### src/hdl/ais_defs.svh
/*
 * constants for the converter input-selection block: register offsets,
 * field layout, reset values, selector codes and conversion timing.
 * assumes it is included by bare name from the design file.
 */
// ==========================================================
// Contract
// - positive codes: pins, temp sensor, supply, none
// - negative codes: pins, reference, ground, none
// - ground negative means single-ended unsigned
// - low-power mode tracks three conversion clocks
// - results carry ten bits of resolution
`ifndef AIS_DEFS_SVH
`define AIS_DEFS_SVH

// ==========================================================
// register map on the special function register bus
`define AIS_NEG_ADDR 8'hba
`define AIS_POS_ADDR 8'hbb
`define AIS_SEL_RESET 5'h1f
`define AIS_CODE_LSB 0
`define AIS_CODE_MSB 4
`define AIS_UNUSED_BITS 3'h0

// ==========================================================
// selector codes
`define AIS_POS_TEMP 5'h10
`define AIS_POS_VDD 5'h11
`define AIS_NEG_VREF 5'h10
`define AIS_NEG_GND 5'h11
`define AIS_NONE_FIRST 5'h12
`define AIS_PIN_LAST 5'h0f

// ==========================================================
// conversion timing, in conversion-clock ticks
`define AIS_TRACK_TICKS 4'h3
`define AIS_RESULT_BITS 4'ha

`endif

### src/hdl/ais_pkg.sv
/*
 * types for the converter input-selection block.
 * assumes the constants header is compiled alongside it.
 */
package ais_pkg;

    // ==========================================================
    // conversion sequencer states, one-hot
    typedef enum logic [2:0] {
        AIS_IDLE  = 3'h1,
        AIS_TRACK = 3'h2,
        AIS_CONV  = 3'h4
    } ais_state_type;

    // selector code as held in a register
    typedef logic [4:0] ais_code_type;

endpackage
### src/hdl/ais_input_select.sv
/*
 * input selection for the on-chip ten-bit converter: two selector
 * registers on the special function register bus, their decode onto
 * the multiplexer switches, the single-ended/differential decision,
 * and the track/convert sequencing that follows a conversion start.
 * assumes the bus, the start pulse, the conversion-clock tick and the
 * tracking-mode bit all come from logic on clk_sys.
 */
`timescale 1ns/1ps
`include "ais_defs.svh"

module ais_input_select (
    input wire logic clk_sys,
    input wire logic nrst,
    input wire logic [7:0] sfr_addr,
    input wire logic sfr_wr,
    input wire logic sfr_rd,
    input wire logic [7:0] sfr_wdata,
    output logic [7:0] sfr_rdata,
    input wire logic low_power_tracking_enable,
    input wire logic conv_start,
    input wire logic sar_tick,
    output logic [15:0] pos_pin_sel,
    output logic pos_temp_sel,
    output logic pos_vdd_sel,
    output logic [15:0] neg_pin_sel,
    output logic neg_vref_sel,
    output logic neg_gnd_sel,
    output logic single_ended,
    output logic tracking,
    output logic converting,
    output logic conv_done
);

    // ==========================================================
    // decode helpers

    // one-hot port pin switch for a code, zero above the pin range
    function automatic logic [15:0] pin_decode(input logic [4:0] code);
        logic [15:0] hot;
        hot = 16'h0000;
        if (code <= `AIS_PIN_LAST) begin
            hot[code[3:0]] = 1'b1;
        end
        return hot;
    endfunction

    // ==========================================================
    // selector registers

    ais_pkg::ais_code_type pos_code_reg; // positive_select_code
    ais_pkg::ais_code_type pos_code_next;
    ais_pkg::ais_code_type neg_code_reg; // negative_select_code
    ais_pkg::ais_code_type neg_code_next;
    logic [7:0] rdata_reg; // registered read answer
    logic [7:0] rdata_next;

    // bus writes and reads, both taken in one cycle if both strobes are high; a read then returns the old code
    always_comb begin
        pos_code_next = pos_code_reg;
        neg_code_next = neg_code_reg;
        rdata_next = 8'h00;
        if (sfr_wr) begin
            // only the low five bits land; the top three are dropped
            if (sfr_addr == `AIS_POS_ADDR) begin
                pos_code_next = sfr_wdata[`AIS_CODE_MSB:`AIS_CODE_LSB];
            end else if (sfr_addr == `AIS_NEG_ADDR) begin
                neg_code_next = sfr_wdata[`AIS_CODE_MSB:`AIS_CODE_LSB];
            end
        end
        if (sfr_rd) begin
            // unmapped addresses answer zero so an or-tree stays clean
            if (sfr_addr == `AIS_POS_ADDR) begin
                rdata_next = {`AIS_UNUSED_BITS, pos_code_reg};
            end else if (sfr_addr == `AIS_NEG_ADDR) begin
                rdata_next = {`AIS_UNUSED_BITS, neg_code_reg};
            end
        end
    end

    // register stage for the selector group
    always_ff @(posedge clk_sys) begin
        if (!nrst) begin
            pos_code_reg <= `AIS_SEL_RESET;
            neg_code_reg <= `AIS_SEL_RESET;
            rdata_reg <= 8'h00;
        end else begin
            pos_code_reg <= pos_code_next;
            neg_code_reg <= neg_code_next;
            rdata_reg <= rdata_next;
        end
    end

    // ==========================================================
    // multiplexer switch decode

    logic [15:0] pos_pin_reg;
    logic [15:0] pos_pin_next;
    logic pos_temp_reg;
    logic pos_temp_next;
    logic pos_vdd_reg;
    logic pos_vdd_next;
    logic [15:0] neg_pin_reg;
    logic [15:0] neg_pin_next;
    logic neg_vref_reg;
    logic neg_vref_next;
    logic neg_gnd_reg;
    logic neg_gnd_next;
    logic single_reg; // unsigned single-ended results
    logic single_next;

    // decode from the next code so switches follow a write in one cycle;
    // codes from the none range leave every switch open
    always_comb begin
        pos_pin_next = pin_decode(pos_code_next);
        pos_temp_next = (pos_code_next == `AIS_POS_TEMP);
        pos_vdd_next = (pos_code_next == `AIS_POS_VDD);
        neg_pin_next = pin_decode(neg_code_next);
        neg_vref_next = (neg_code_next == `AIS_NEG_VREF);
        neg_gnd_next = (neg_code_next == `AIS_NEG_GND);
        // any negative other than ground, even none, is differential
        single_next = (neg_code_next == `AIS_NEG_GND);
    end

    // register stage for the switch group; reset matches code 11111
    always_ff @(posedge clk_sys) begin
        if (!nrst) begin
            pos_pin_reg <= 16'h0000;
            pos_temp_reg <= 1'b0;
            pos_vdd_reg <= 1'b0;
            neg_pin_reg <= 16'h0000;
            neg_vref_reg <= 1'b0;
            neg_gnd_reg <= 1'b0;
            single_reg <= 1'b0;
        end else begin
            pos_pin_reg <= pos_pin_next;
            pos_temp_reg <= pos_temp_next;
            pos_vdd_reg <= pos_vdd_next;
            neg_pin_reg <= neg_pin_next;
            neg_vref_reg <= neg_vref_next;
            neg_gnd_reg <= neg_gnd_next;
            single_reg <= single_next;
        end
    end

    // ==========================================================
    // track and convert sequencing

    ais_pkg::ais_state_type state_reg;
    ais_pkg::ais_state_type state_next;
    logic [3:0] tick_cnt_reg; // conversion-clock ticks in this state
    logic [3:0] tick_cnt_next;
    logic track_reg;
    logic track_next;
    logic conv_reg;
    logic conv_next;
    logic done_reg;
    logic done_next;

    // sequencer; a start while busy is ignored, since the sampled input
    // would be disturbed. settling after a reselect is left to software,
    // which low-power mode eases by always tracking first
    always_comb begin
        state_next = state_reg;
        tick_cnt_next = tick_cnt_reg;
        done_next = 1'b0;
        case (state_reg)
            ais_pkg::AIS_IDLE: begin
                tick_cnt_next = 4'h0;
                if (conv_start && low_power_tracking_enable) begin
                    state_next = ais_pkg::AIS_TRACK;
                end else if (conv_start) begin
                    // normal mode has been tracking all along
                    state_next = ais_pkg::AIS_CONV;
                end
            end
            ais_pkg::AIS_TRACK: begin
                if (sar_tick) begin
                    if (tick_cnt_reg == `AIS_TRACK_TICKS - 4'h1) begin
                        tick_cnt_next = 4'h0;
                        state_next = ais_pkg::AIS_CONV;
                    end else begin
                        tick_cnt_next = tick_cnt_reg + 4'h1;
                    end
                end
            end
            ais_pkg::AIS_CONV: begin
                // one conversion-clock tick per result bit
                if (sar_tick) begin
                    if (tick_cnt_reg == `AIS_RESULT_BITS - 4'h1) begin
                        tick_cnt_next = 4'h0;
                        state_next = ais_pkg::AIS_IDLE;
                        done_next = 1'b1;
                    end else begin
                        tick_cnt_next = tick_cnt_reg + 4'h1;
                    end
                end
            end
            default: begin
                // illegal code recovers to idle
                state_next = ais_pkg::AIS_IDLE;
                tick_cnt_next = 4'h0;
            end
        endcase
        // normal mode tracks whenever not converting
        track_next = (state_next == ais_pkg::AIS_TRACK) ||
                     ((state_next == ais_pkg::AIS_IDLE) && !low_power_tracking_enable);
        conv_next = (state_next == ais_pkg::AIS_CONV);
    end

    // register stage for the sequencer group
    always_ff @(posedge clk_sys) begin
        if (!nrst) begin
            state_reg <= ais_pkg::AIS_IDLE;
            tick_cnt_reg <= 4'h0;
            track_reg <= 1'b0;
            conv_reg <= 1'b0;
            done_reg <= 1'b0;
        end else begin
            state_reg <= state_next;
            tick_cnt_reg <= tick_cnt_next;
            track_reg <= track_next;
            conv_reg <= conv_next;
            done_reg <= done_next;
        end
    end

    // ==========================================================
    // outputs, all straight from flip-flops
    assign sfr_rdata = rdata_reg;
    assign pos_pin_sel = pos_pin_reg;
    assign pos_temp_sel = pos_temp_reg;
    assign pos_vdd_sel = pos_vdd_reg;
    assign neg_pin_sel = neg_pin_reg;
    assign neg_vref_sel = neg_vref_reg;
    assign neg_gnd_sel = neg_gnd_reg;
    assign single_ended = single_reg;
    assign tracking = track_reg;
    assign converting = conv_reg;
    assign conv_done = done_reg;

endmodule

### config.mk
export PLATFORM = sky130hd
export DESIGN_NAME = ais_input_select
export DESIGN_NICKNAME = d
export VERILOG_FILES = /design/src/hdl/ais_pkg.sv /design/src/hdl/ais_input_select.sv
export VERILOG_INCLUDE_DIRS = /design/src /design/src/hdl
export SDC_FILE = /design/constraint.sdc
export NUM_CORES = 1
export LEC_CHECK = 0
export ABC_CLOCK_PERIOD_IN_PS = 2700
export BUFFER_PORTS_ARGS = -buffer_cell sky130_fd_sc_hd__buf_2
export CORE_AREA = 2 2 72 74
export CTS_CLUSTER_DIAMETER = 60
export DETAILED_ROUTE_END_ITERATION = 7
export DIE_AREA = 0 0 74 76
export GPL_ROUTABILITY_DRIVEN = 0
export HOLD_SLACK_MARGIN = 0.06
export PLACE_DENSITY_LB_ADDON = 0.1
export SLEW_MARGIN = 40
export SYNTH_ARGS = -nofsm -noshare
export SYNTH_HDL_FRONTEND = slang
export SYNTH_SLANG_ARGS = --single-unit
### constraint.sdc
create_clock -name clk_sys -period 2.7 [get_ports clk_sys]
set_input_delay 0.135 -clock clk_sys [delete_from_list [all_inputs] [get_ports clk_sys]]
set_output_delay 0.135 -clock clk_sys [all_outputs]
set_load 0.01 [all_outputs]
-- Word-level counts from Yosys, hierarchy flattened
Cells that the tools add are included.
- register bits: 64
- input bits: 23
- output and inout bits: 48
- word-level logic and storage cells: 76
- $add $sub $neg: 1
- magnitude comparators: 6
- eq/ne operators: 16
- muxes and demuxes: 24
- bitwise logic cells: 2
- reductions and logical operators: 12
- operators with widths (operator ; number):
    5-bit 2-to-1 mux ; 7
    5-bit equality test (second input constant) ; 4
    3-bit 2-to-1 mux ; 6
    8-bit equality test (second input constant) ; 2
    4-bit 2-to-1 mux ; 4
    5-bit by 4-bit less-or-equal comparator with 1-bit output (second input constant) ; 2
    4-bit by 5-bit less-than comparator with 1-bit output (second input constant) ; 2
    3-bit case mux with 3 select lines ; 1
    1-bit demux with 4-bit select ; 2
    4-bit by 1-bit greater-or-equal comparator with 1-bit output (second input constant) ; 2
    4-bit case mux with 2 select lines ; 1
    2-bit AND reduction ; 4
    3-bit by 1-bit equality test with 1-bit output (second input constant) ; 2
    3-bit by 2-bit equality test with 1-bit output (second input constant) ; 2
    3-bit equality test (second input constant) ; 2
    4-bit by 1-bit adder with 4-bit output (second input constant) ; 1
    4-bit by 2-bit equality test with 1-bit output (second input constant) ; 1
    4-bit equality test (second input constant) ; 1
    1-bit logical AND ; 4
    2-bit != test (second input constant) ; 2
    1-bit 2-to-1 mux ; 3
    3-bit AND reduction ; 1
    3-bit OR reduction ; 1
    1-bit NOT ; 2
    other kinds (2) ; 2

-- Depth between registers and ports, before layout
Gate-level depths: netlist of run 1.
- depth in word-level cells: 8
- mapped depth: 7
- gate-level depth less buffers: 4

-- Worst setup path before layout of run 1
No wires, ideal clock.
- path kind: input to register
- start point: input port sfr_addr[2]
- end point: register pos_pin_reg[11] (netlist: pos_pin_sel[11])
- setup time: 125 ps
- data arrival time: 1182 ps
- data required time: 2575 ps
- path slack: 1393 ps
- stages on the path: 6
- cells stage by stage: and4bb_2 and3_1 buf_2 buf_6 mux2i_1 nor2_1
- word-level cells in the longest chain between the ends: 7
- elaborated cells on any way between the ends: 10
- those cells by class: order compare: 3; eq/ne: 1; mux: 4; reduce/logical: 2
- ends and longest elaborated chain (what ; line ; text):
    start, declared ; ais_input_select.sv:15 ; input wire logic [7:0] sfr_addr,
    8-bit equality test (no line) (*) ; - ;
    5-bit 2-to-1 mux (*) ; ais_input_select.sv:65 ; if (sfr_addr == `AIS_POS_ADDR) begin
    5-bit 2-to-1 mux (*) ; ais_input_select.sv:63 ; if (sfr_wr) begin
    4-bit by 5-bit less-than comparator with 1-bit output (not written as such) or 4-bit by 1-bit greater-or-equal comparator with 1-bit output (tied branches) ; ais_input_select.sv:43 ; hot[code[3:0]] = 1'b1;
    1-bit logical AND (not written as such) ; ais_input_select.sv:43 ;
    1-bit 2-to-1 mux (not written as such) ; ais_input_select.sv:43 ;
    1-bit demux with 4-bit select ; ais_input_select.sv:43 ;
    end signal, assigned ; ais_input_select.sv:136 ; pos_pin_reg <= pos_pin_next;
    end, declared ; ais_input_select.sv:97 ; logic [15:0] pos_pin_reg;
Every way passes the cells marked *; elsewhere a longest branch is shown, timed or not.
A chain may end at the register's enable or synchronous reset.

-- Final worst setup path of run 1
- start point: input port sfr_addr[2]
- end point: register pos_pin_reg[12] (netlist: pos_pin_sel[12])
Same word-level chain as after synthesis.

==> results of run 1 <==
## layout make-up
cell class	count	area [um2]	area share (%)
clock buffer	12	145	4.53
clock inverter	4	95.1	2.97
inverter	3	11.3	0.351
multi-input combinational	223	1310	40.9
sequential	61	1220	38.1
tap	70	87.6	2.73
timing repair buffer	66	335	10.5
## metrics by stage
step	worst slack, ns	cell area (um2)	utilization [%]	power [mW]
finish	1.15	3210	65.3	1.97
CTS	1.15	3200	65.2	1.98
detailed placement	0.806	2960	60.3	1.01
global placement	0.845	2960	60.3	1.01
floorplan	1.39	2670	-	0.979
global route	0.923	3210	65.3	2.04
## kinds of logic after synthesis
| kind of cell | count (synthesis) | share of synthesized area (%) |
|---|---|---|
| other cells | 1 | 0.141 |
| simple gates | 160 | 31.7 |
| flops | 61 | 45.8 |
| buf+inv | 26 | 5.35 |
| compound gates | 39 | 8.92 |
| mux | 19 | 7.42 |
| xor+xnor | 2 | 0.657 |
## routing by layer
| metal | global-route usage, % | share of wire (%) |
|---|---|---|
| met1 | 31.3 | 44 |
| met2 | 32.6 | 47 |
| met3 | 8.07 | 7.4 |
| met4 | 7.45 | 1.6 |
| met5 | 0 | 0 |
## placed cells by master, fill, tap and decap left out, types with 3 or more instances in the layout
cell and n:
a21oi_1 17, and4b_1 3, nand2b_1 6, conb_1 3, nand3b_1 10, a21oi_2 4
nand4_1 3, buf_2 64, clkbuf_8 10, nand3_1 28, nor3_1 5, a21boi_0 3
nor4bb_1 3, dfxtp_1 61, bufinv_16 3, nor2_1 29, nand2_1 42, mux2i_1 16
and3_1 3, o21ai_0 9, inv_1 3, nor2b_1 12
## worst max-delay path by stage
stage	slack, ns	endpoint	depth (start not counted)	start
finish	1.15	pos_pin_sel[12]	5	sfr_addr[2]
global route	0.92	state_reg[2]	4	state_reg[2]
floorplan	1.39	pos_pin_sel[11]	6	sfr_addr[2]
global placement	0.85	pos_pin_sel[12]	5	sfr_addr[2]
detailed placement	0.81	pos_pin_sel[12]	5	sfr_addr[2]
CTS	1.15	pos_pin_sel[12]	5	sfr_addr[2]
## power by group
group	internal, mW	leakage [nW]	switching, mW	total (mW)
Sequential	0.905	0.492	0.00492	0.910
Clock	0.638	0.121	0.343	0.981
Combinational	0.0300	0.790	0.0475	0.0774
Total	1.57	1.40	0.396	1.97
## critical path: stages
cell,delay (ns)
buf_2,0.11
and4bb_2,0.29
and3_1,0.67
mux2i_1,0.47
nor2_1,0.09
==> results.yml, run 1 <==
outcome:
  status: "completed"
synthesis:
  yosysUniqueCellTypes: 45
  async_reset_ff_share_pct: 0
  synth.most_common_cell: "dfxtp_1"
  synth_area_um2: 2670
  yosysWarningCount: 0
  yosysSeqAreaShare_pct: 45.8
  ys_top_cells_by_count: "61 x dfxtp_1, 42 x nand2_1, 29 x nor2_1"
  synth_top_area_share_pct: 45.8
  synth_area_leaders: "dfxtp_1 46%, mux2i_1 6.0%, nand2_1 5.9%, nand3_1 5.3%, nor2_1 4.1%"
  syn_area_per_cell_um2: 8.65
  synth_largest_area_cell: "dfxtp_1"
  ys.flop_type: "dfxtp_1"
  ys_seq_elements: 61
  syn_inst: 308
  synth_edf_count: 0
worst_setup_path:
  reg2reg_from: "state_reg[2]"
  rr_worst_depth: 4
  worstSetupEndpointType: "flip-flop"
  cp.arrival_ns: 1.76
  reg2reg_to: "tracking"
  crit_fanout: 18
  cp-start-kind: "primary input"
  required_ns: 2.91
  crit_type: "in2reg"
  r2r_setup_slack_ns: 1.19
pwr:
  vdd_ir_drop_max_mv: 0.337
  p_leak_nw: 1.40
  power_density_nw_per_um2: 614
layout:
  final_cells: 439
  fill_cells: 446
  syn_to_final_growth_pct: 20.3
  diodes: 0
  drive_gt1_share_pct: 24.1
  fin_nets: 387
floorplan:
  die_w_um: 74
  rows: 26
  start_util_pct: 54.3
  dieHeight_um: 76
  io_pins: 71
  dieArea_um2: 5620
  coreArea_um2: 4910
sta:
  fin_tns_setup_ns: 0
  hold_violations: 0
  holdWs_ns: 0.0876
  period_minus_slack_ns: 1.55
  worst_pin_slew_ns: 0.769
  maxSlewHeadroom_pct: 48.7
  rsz0062_at_grt: "no"
  clock-skew-final_ns: 0.00565
  maxClockFrequency_mhz: 647
  slew_violations: 0
  fin_crit_sh_pct: 57.3
  setup_viol: 0
grt:
  antenna_found_initial: 0
  first_global_vias: 2054
  overflow: 0
  grt_max_degree: 30
  grtUsageTotal_pct: 22.6
  grt_pass1_wl_um: 9610
min_path:
  worstHoldEndpoint: "neg_code_reg[3]"
  hp-start: "sfr_wdata[3]"
  worstHoldPathType: "in2reg"
  holdPathStages: 3
routing:
  num_vias: 2338
  drc_errors: 0
  wl_per_cell_um: 13.5
  viasPerCell: 5.33
  ant_nets: 0
  drt_iter0_drc: 155
  wl_um: 5950
  firstDrtPassIters: 4
clock_network:
  cts_tree: "yes"
  cts.clk_slew.worst_paths_ns: 0.07
  clkLatencyLatePin_ns: 0.34
  cts_setup_buffers: 0
  cts-root-buf: "clkbuf_8"
  cts_hold_buf: 0
  cts_resized: 0
  numCtsBuffers: 9
  clk_path_buf_depth: 2
  cts_sinks: 61
  htree_levels: 3
place:
  dp_hpwl_um: 4070
  place_inst: 423
  portBuffers: 64
job:
  maxCapViolations: 0
Note: power is estimated with default switching activity, not from simulation.
==> inputs of run 2 (changes only) <==
ABC_CLOCK_PERIOD_IN_PS = 1300   (was 2700)
CORE_AREA = 2 2 79 81   (was 2 2 72 74)
DIE_AREA = 0 0 81 83   (was 0 0 74 76)
clock period = 1.3 ns   (was 2.7 ns; I/O delays follow)
==> run 2 against run 1 <==
Wire length is 9.9% higher. Register-to-register slack worse by 1.1 ns. Non-clock buffer count is 46 higher. Hold slack worse by 0.027 ns. Sequential cell count stayed put. Sequential power is 110% higher. Setup slack worse by 1.1 ns. Power is 100% higher. Die area is 20% higher. Largest cell class unchanged. Highest routed layer unchanged.
==> results.yml, run 2 (synthesis results as in run 1) <==
sta:
  clock-skew-final_ns: 0.00800
  period_minus_slack_ns: 1.24
  slew_violations: 0
  fin_ws_ns: 0.0626
  setup_viol: 0
  fin_crit_sh_pct: 95.2
  holdWs_ns: 0.0602
  fin_tns_setup_ns: 0
  maxClockFrequency_mhz: 808
  rsz0062_at_grt: "yes"
  hold_violations: 0
worst_setup_path:
  reg2reg_from: "tick_cnt_reg[2]"
  slowest_stage: "dlygate4sd3_1"
  cp-start-kind: "primary input"
  crit_chain: "dlygate4sd3_1 > buf_4 > nand2_2 > buf_4 > or3_1 > a21oi_2 > nor3_1"
  cp.arrival_ns: 1.47
  crit_start: "sar_tick"
  cp.depth: 7
  crit_buf_inv: 3
  reg2reg_to: "tracking"
  slowest_delay_ns: 0.52
  rr_worst_depth: 4
  crit_fanout: 5
  worstSetupEndpointType: "flip-flop"
  crit_path_end: "tick_cnt_reg[3]"
  crit_path_frequent_cell: "buf_4"
  r2r_setup_slack_ns: 0.07
  required_ns: 1.53
  crit_type: "in2reg"
  cp_top_family: "buffers and inverters"
routing:
  num_vias: 2459
  drt_iter0_drc: 112
  ant_nets: 0
  viasPerCell: 5.02
  firstDrtPassIters: 5
  drc_errors: 0
  wl_per_cell_um: 13.3
  wl_um: 6530
place:
  dp_slack_ns: -0.134
  dp_hpwl_um: 4860
  dpl_cell_area_um2: 3280
  place_inst: 468
  portBuffers: 64
clock_network:
  htree_levels: 3
  clk_path_buf_depth: 2
  cts-root-buf: "clkbuf_8"
  cts_tree: "yes"
  numCtsBuffers: 9
  clkLatencyLatePin_ns: 0.34
  cts_sinks: 61
  cts.clk_slew.worst_paths_ns: 0.07
floorplan:
  io_pins: 71
  coreArea_um2: 5820
  rows: 28
  dieHeight_um: 83
  dieArea_um2: 6720
  start_util_pct: 45.8
  die_w_um: 81
outcome:
  status: "completed"
pwr:
  total_power_mw: 4.02
  vdd_ir_drop_max_mv: 1.11
  power_density_nw_per_um2: 1110
  p_leak_nw: 1.63
layout:
  final_util_pct: 62.5
  drive_gt1_share_pct: 34.2
  layout_common_cells: "62 x buf_2, 56 x dfxtp_1, 42 x buf_4"
  syn_to_final_growth_pct: 36.3
  final_cells: 490
  diodes: 0
  final_common_cell: "buf_2"
  fin_nets: 433
  design_area_um2: 3630
grt:
  first_global_vias: 2318
  grtUsageTotal_pct: 20.9
  grt_pass1_wl_um: 10800
  overflow: 0
  antenna_found_initial: 0
  grt_max_degree: 16
job:
  maxCapViolations: 0
min_path:
  worstHoldPathType: "in2reg"
==> run 2: area by class of cell <==
class / count / area (um2)
Tap cell: 75 / 93.8
Sequential cell: 61 / 1230
Timing Repair Buffer: 112 / 716
Clock inverter: 4 / 70.1
Inverter: 3 / 11.3
Multi-Input combinational cell: 223 / 1360
Fill cell: 556 / 2180
Clock buffer: 12 / 155
==> run 2: tightest hold or removal path, delay by kind of cell <==
family	cells	cell delay, ns
buf+inv	1	0.08
compound gates	1	0.07
simple gates	1	0.14
==> run 2: repair_timing <==
action                                 4_1_cts  5_1_grt
hold buffers                                 7        0
pin swaps                                    0        1
gates cloned                                 0        0
endpoints found under the hold margin        9        0
gates resized for setup                      5       17
setup endpoints to repair                    3       27
buffers inserted                             0        0
==> run 2: worst min path at each step <==
stage / to / depth (start not counted) / startpoint / slack (ns)
4_1_cts: state_reg[2] / 3 / low_power_tracking_enable / 0.06
3_5_place_dp: neg_code_reg[3] / 3 / sfr_wdata[3] / 0.34
6_report: state_reg[2] / 3 / low_power_tracking_enable / 0.06
2_1_floorplan: pos_code_reg[2] / 2 / sfr_wdata[2] / 0.19
3_3_place_gp: pos_code_reg[3] / 3 / sfr_wdata[3] / 0.35
5_1_grt: state_reg[2] / 3 / low_power_tracking_enable / 0.09
==> run 2: report_power, final <==
group          internal [mW]  switching [mW]  total [mW]
Combinational          0.114           0.111       0.225
Clock                   1.18           0.720        1.90
Sequential              1.88          0.0139        1.90
==> run 2: layer usage <==
layer | vias up | wire length, um | GRT usage, % | part of all wire, %
met5 | - | 0 | 0 | 0
met1 | 1102 | 3020 | 28.3 | 46
li1 | 1268 | - | - | -
met4 | 0 | 121 | 10.0 | 1.9
met3 | 10 | 401 | 4.35 | 6.1
met2 | 79 | 2990 | 31.3 | 46
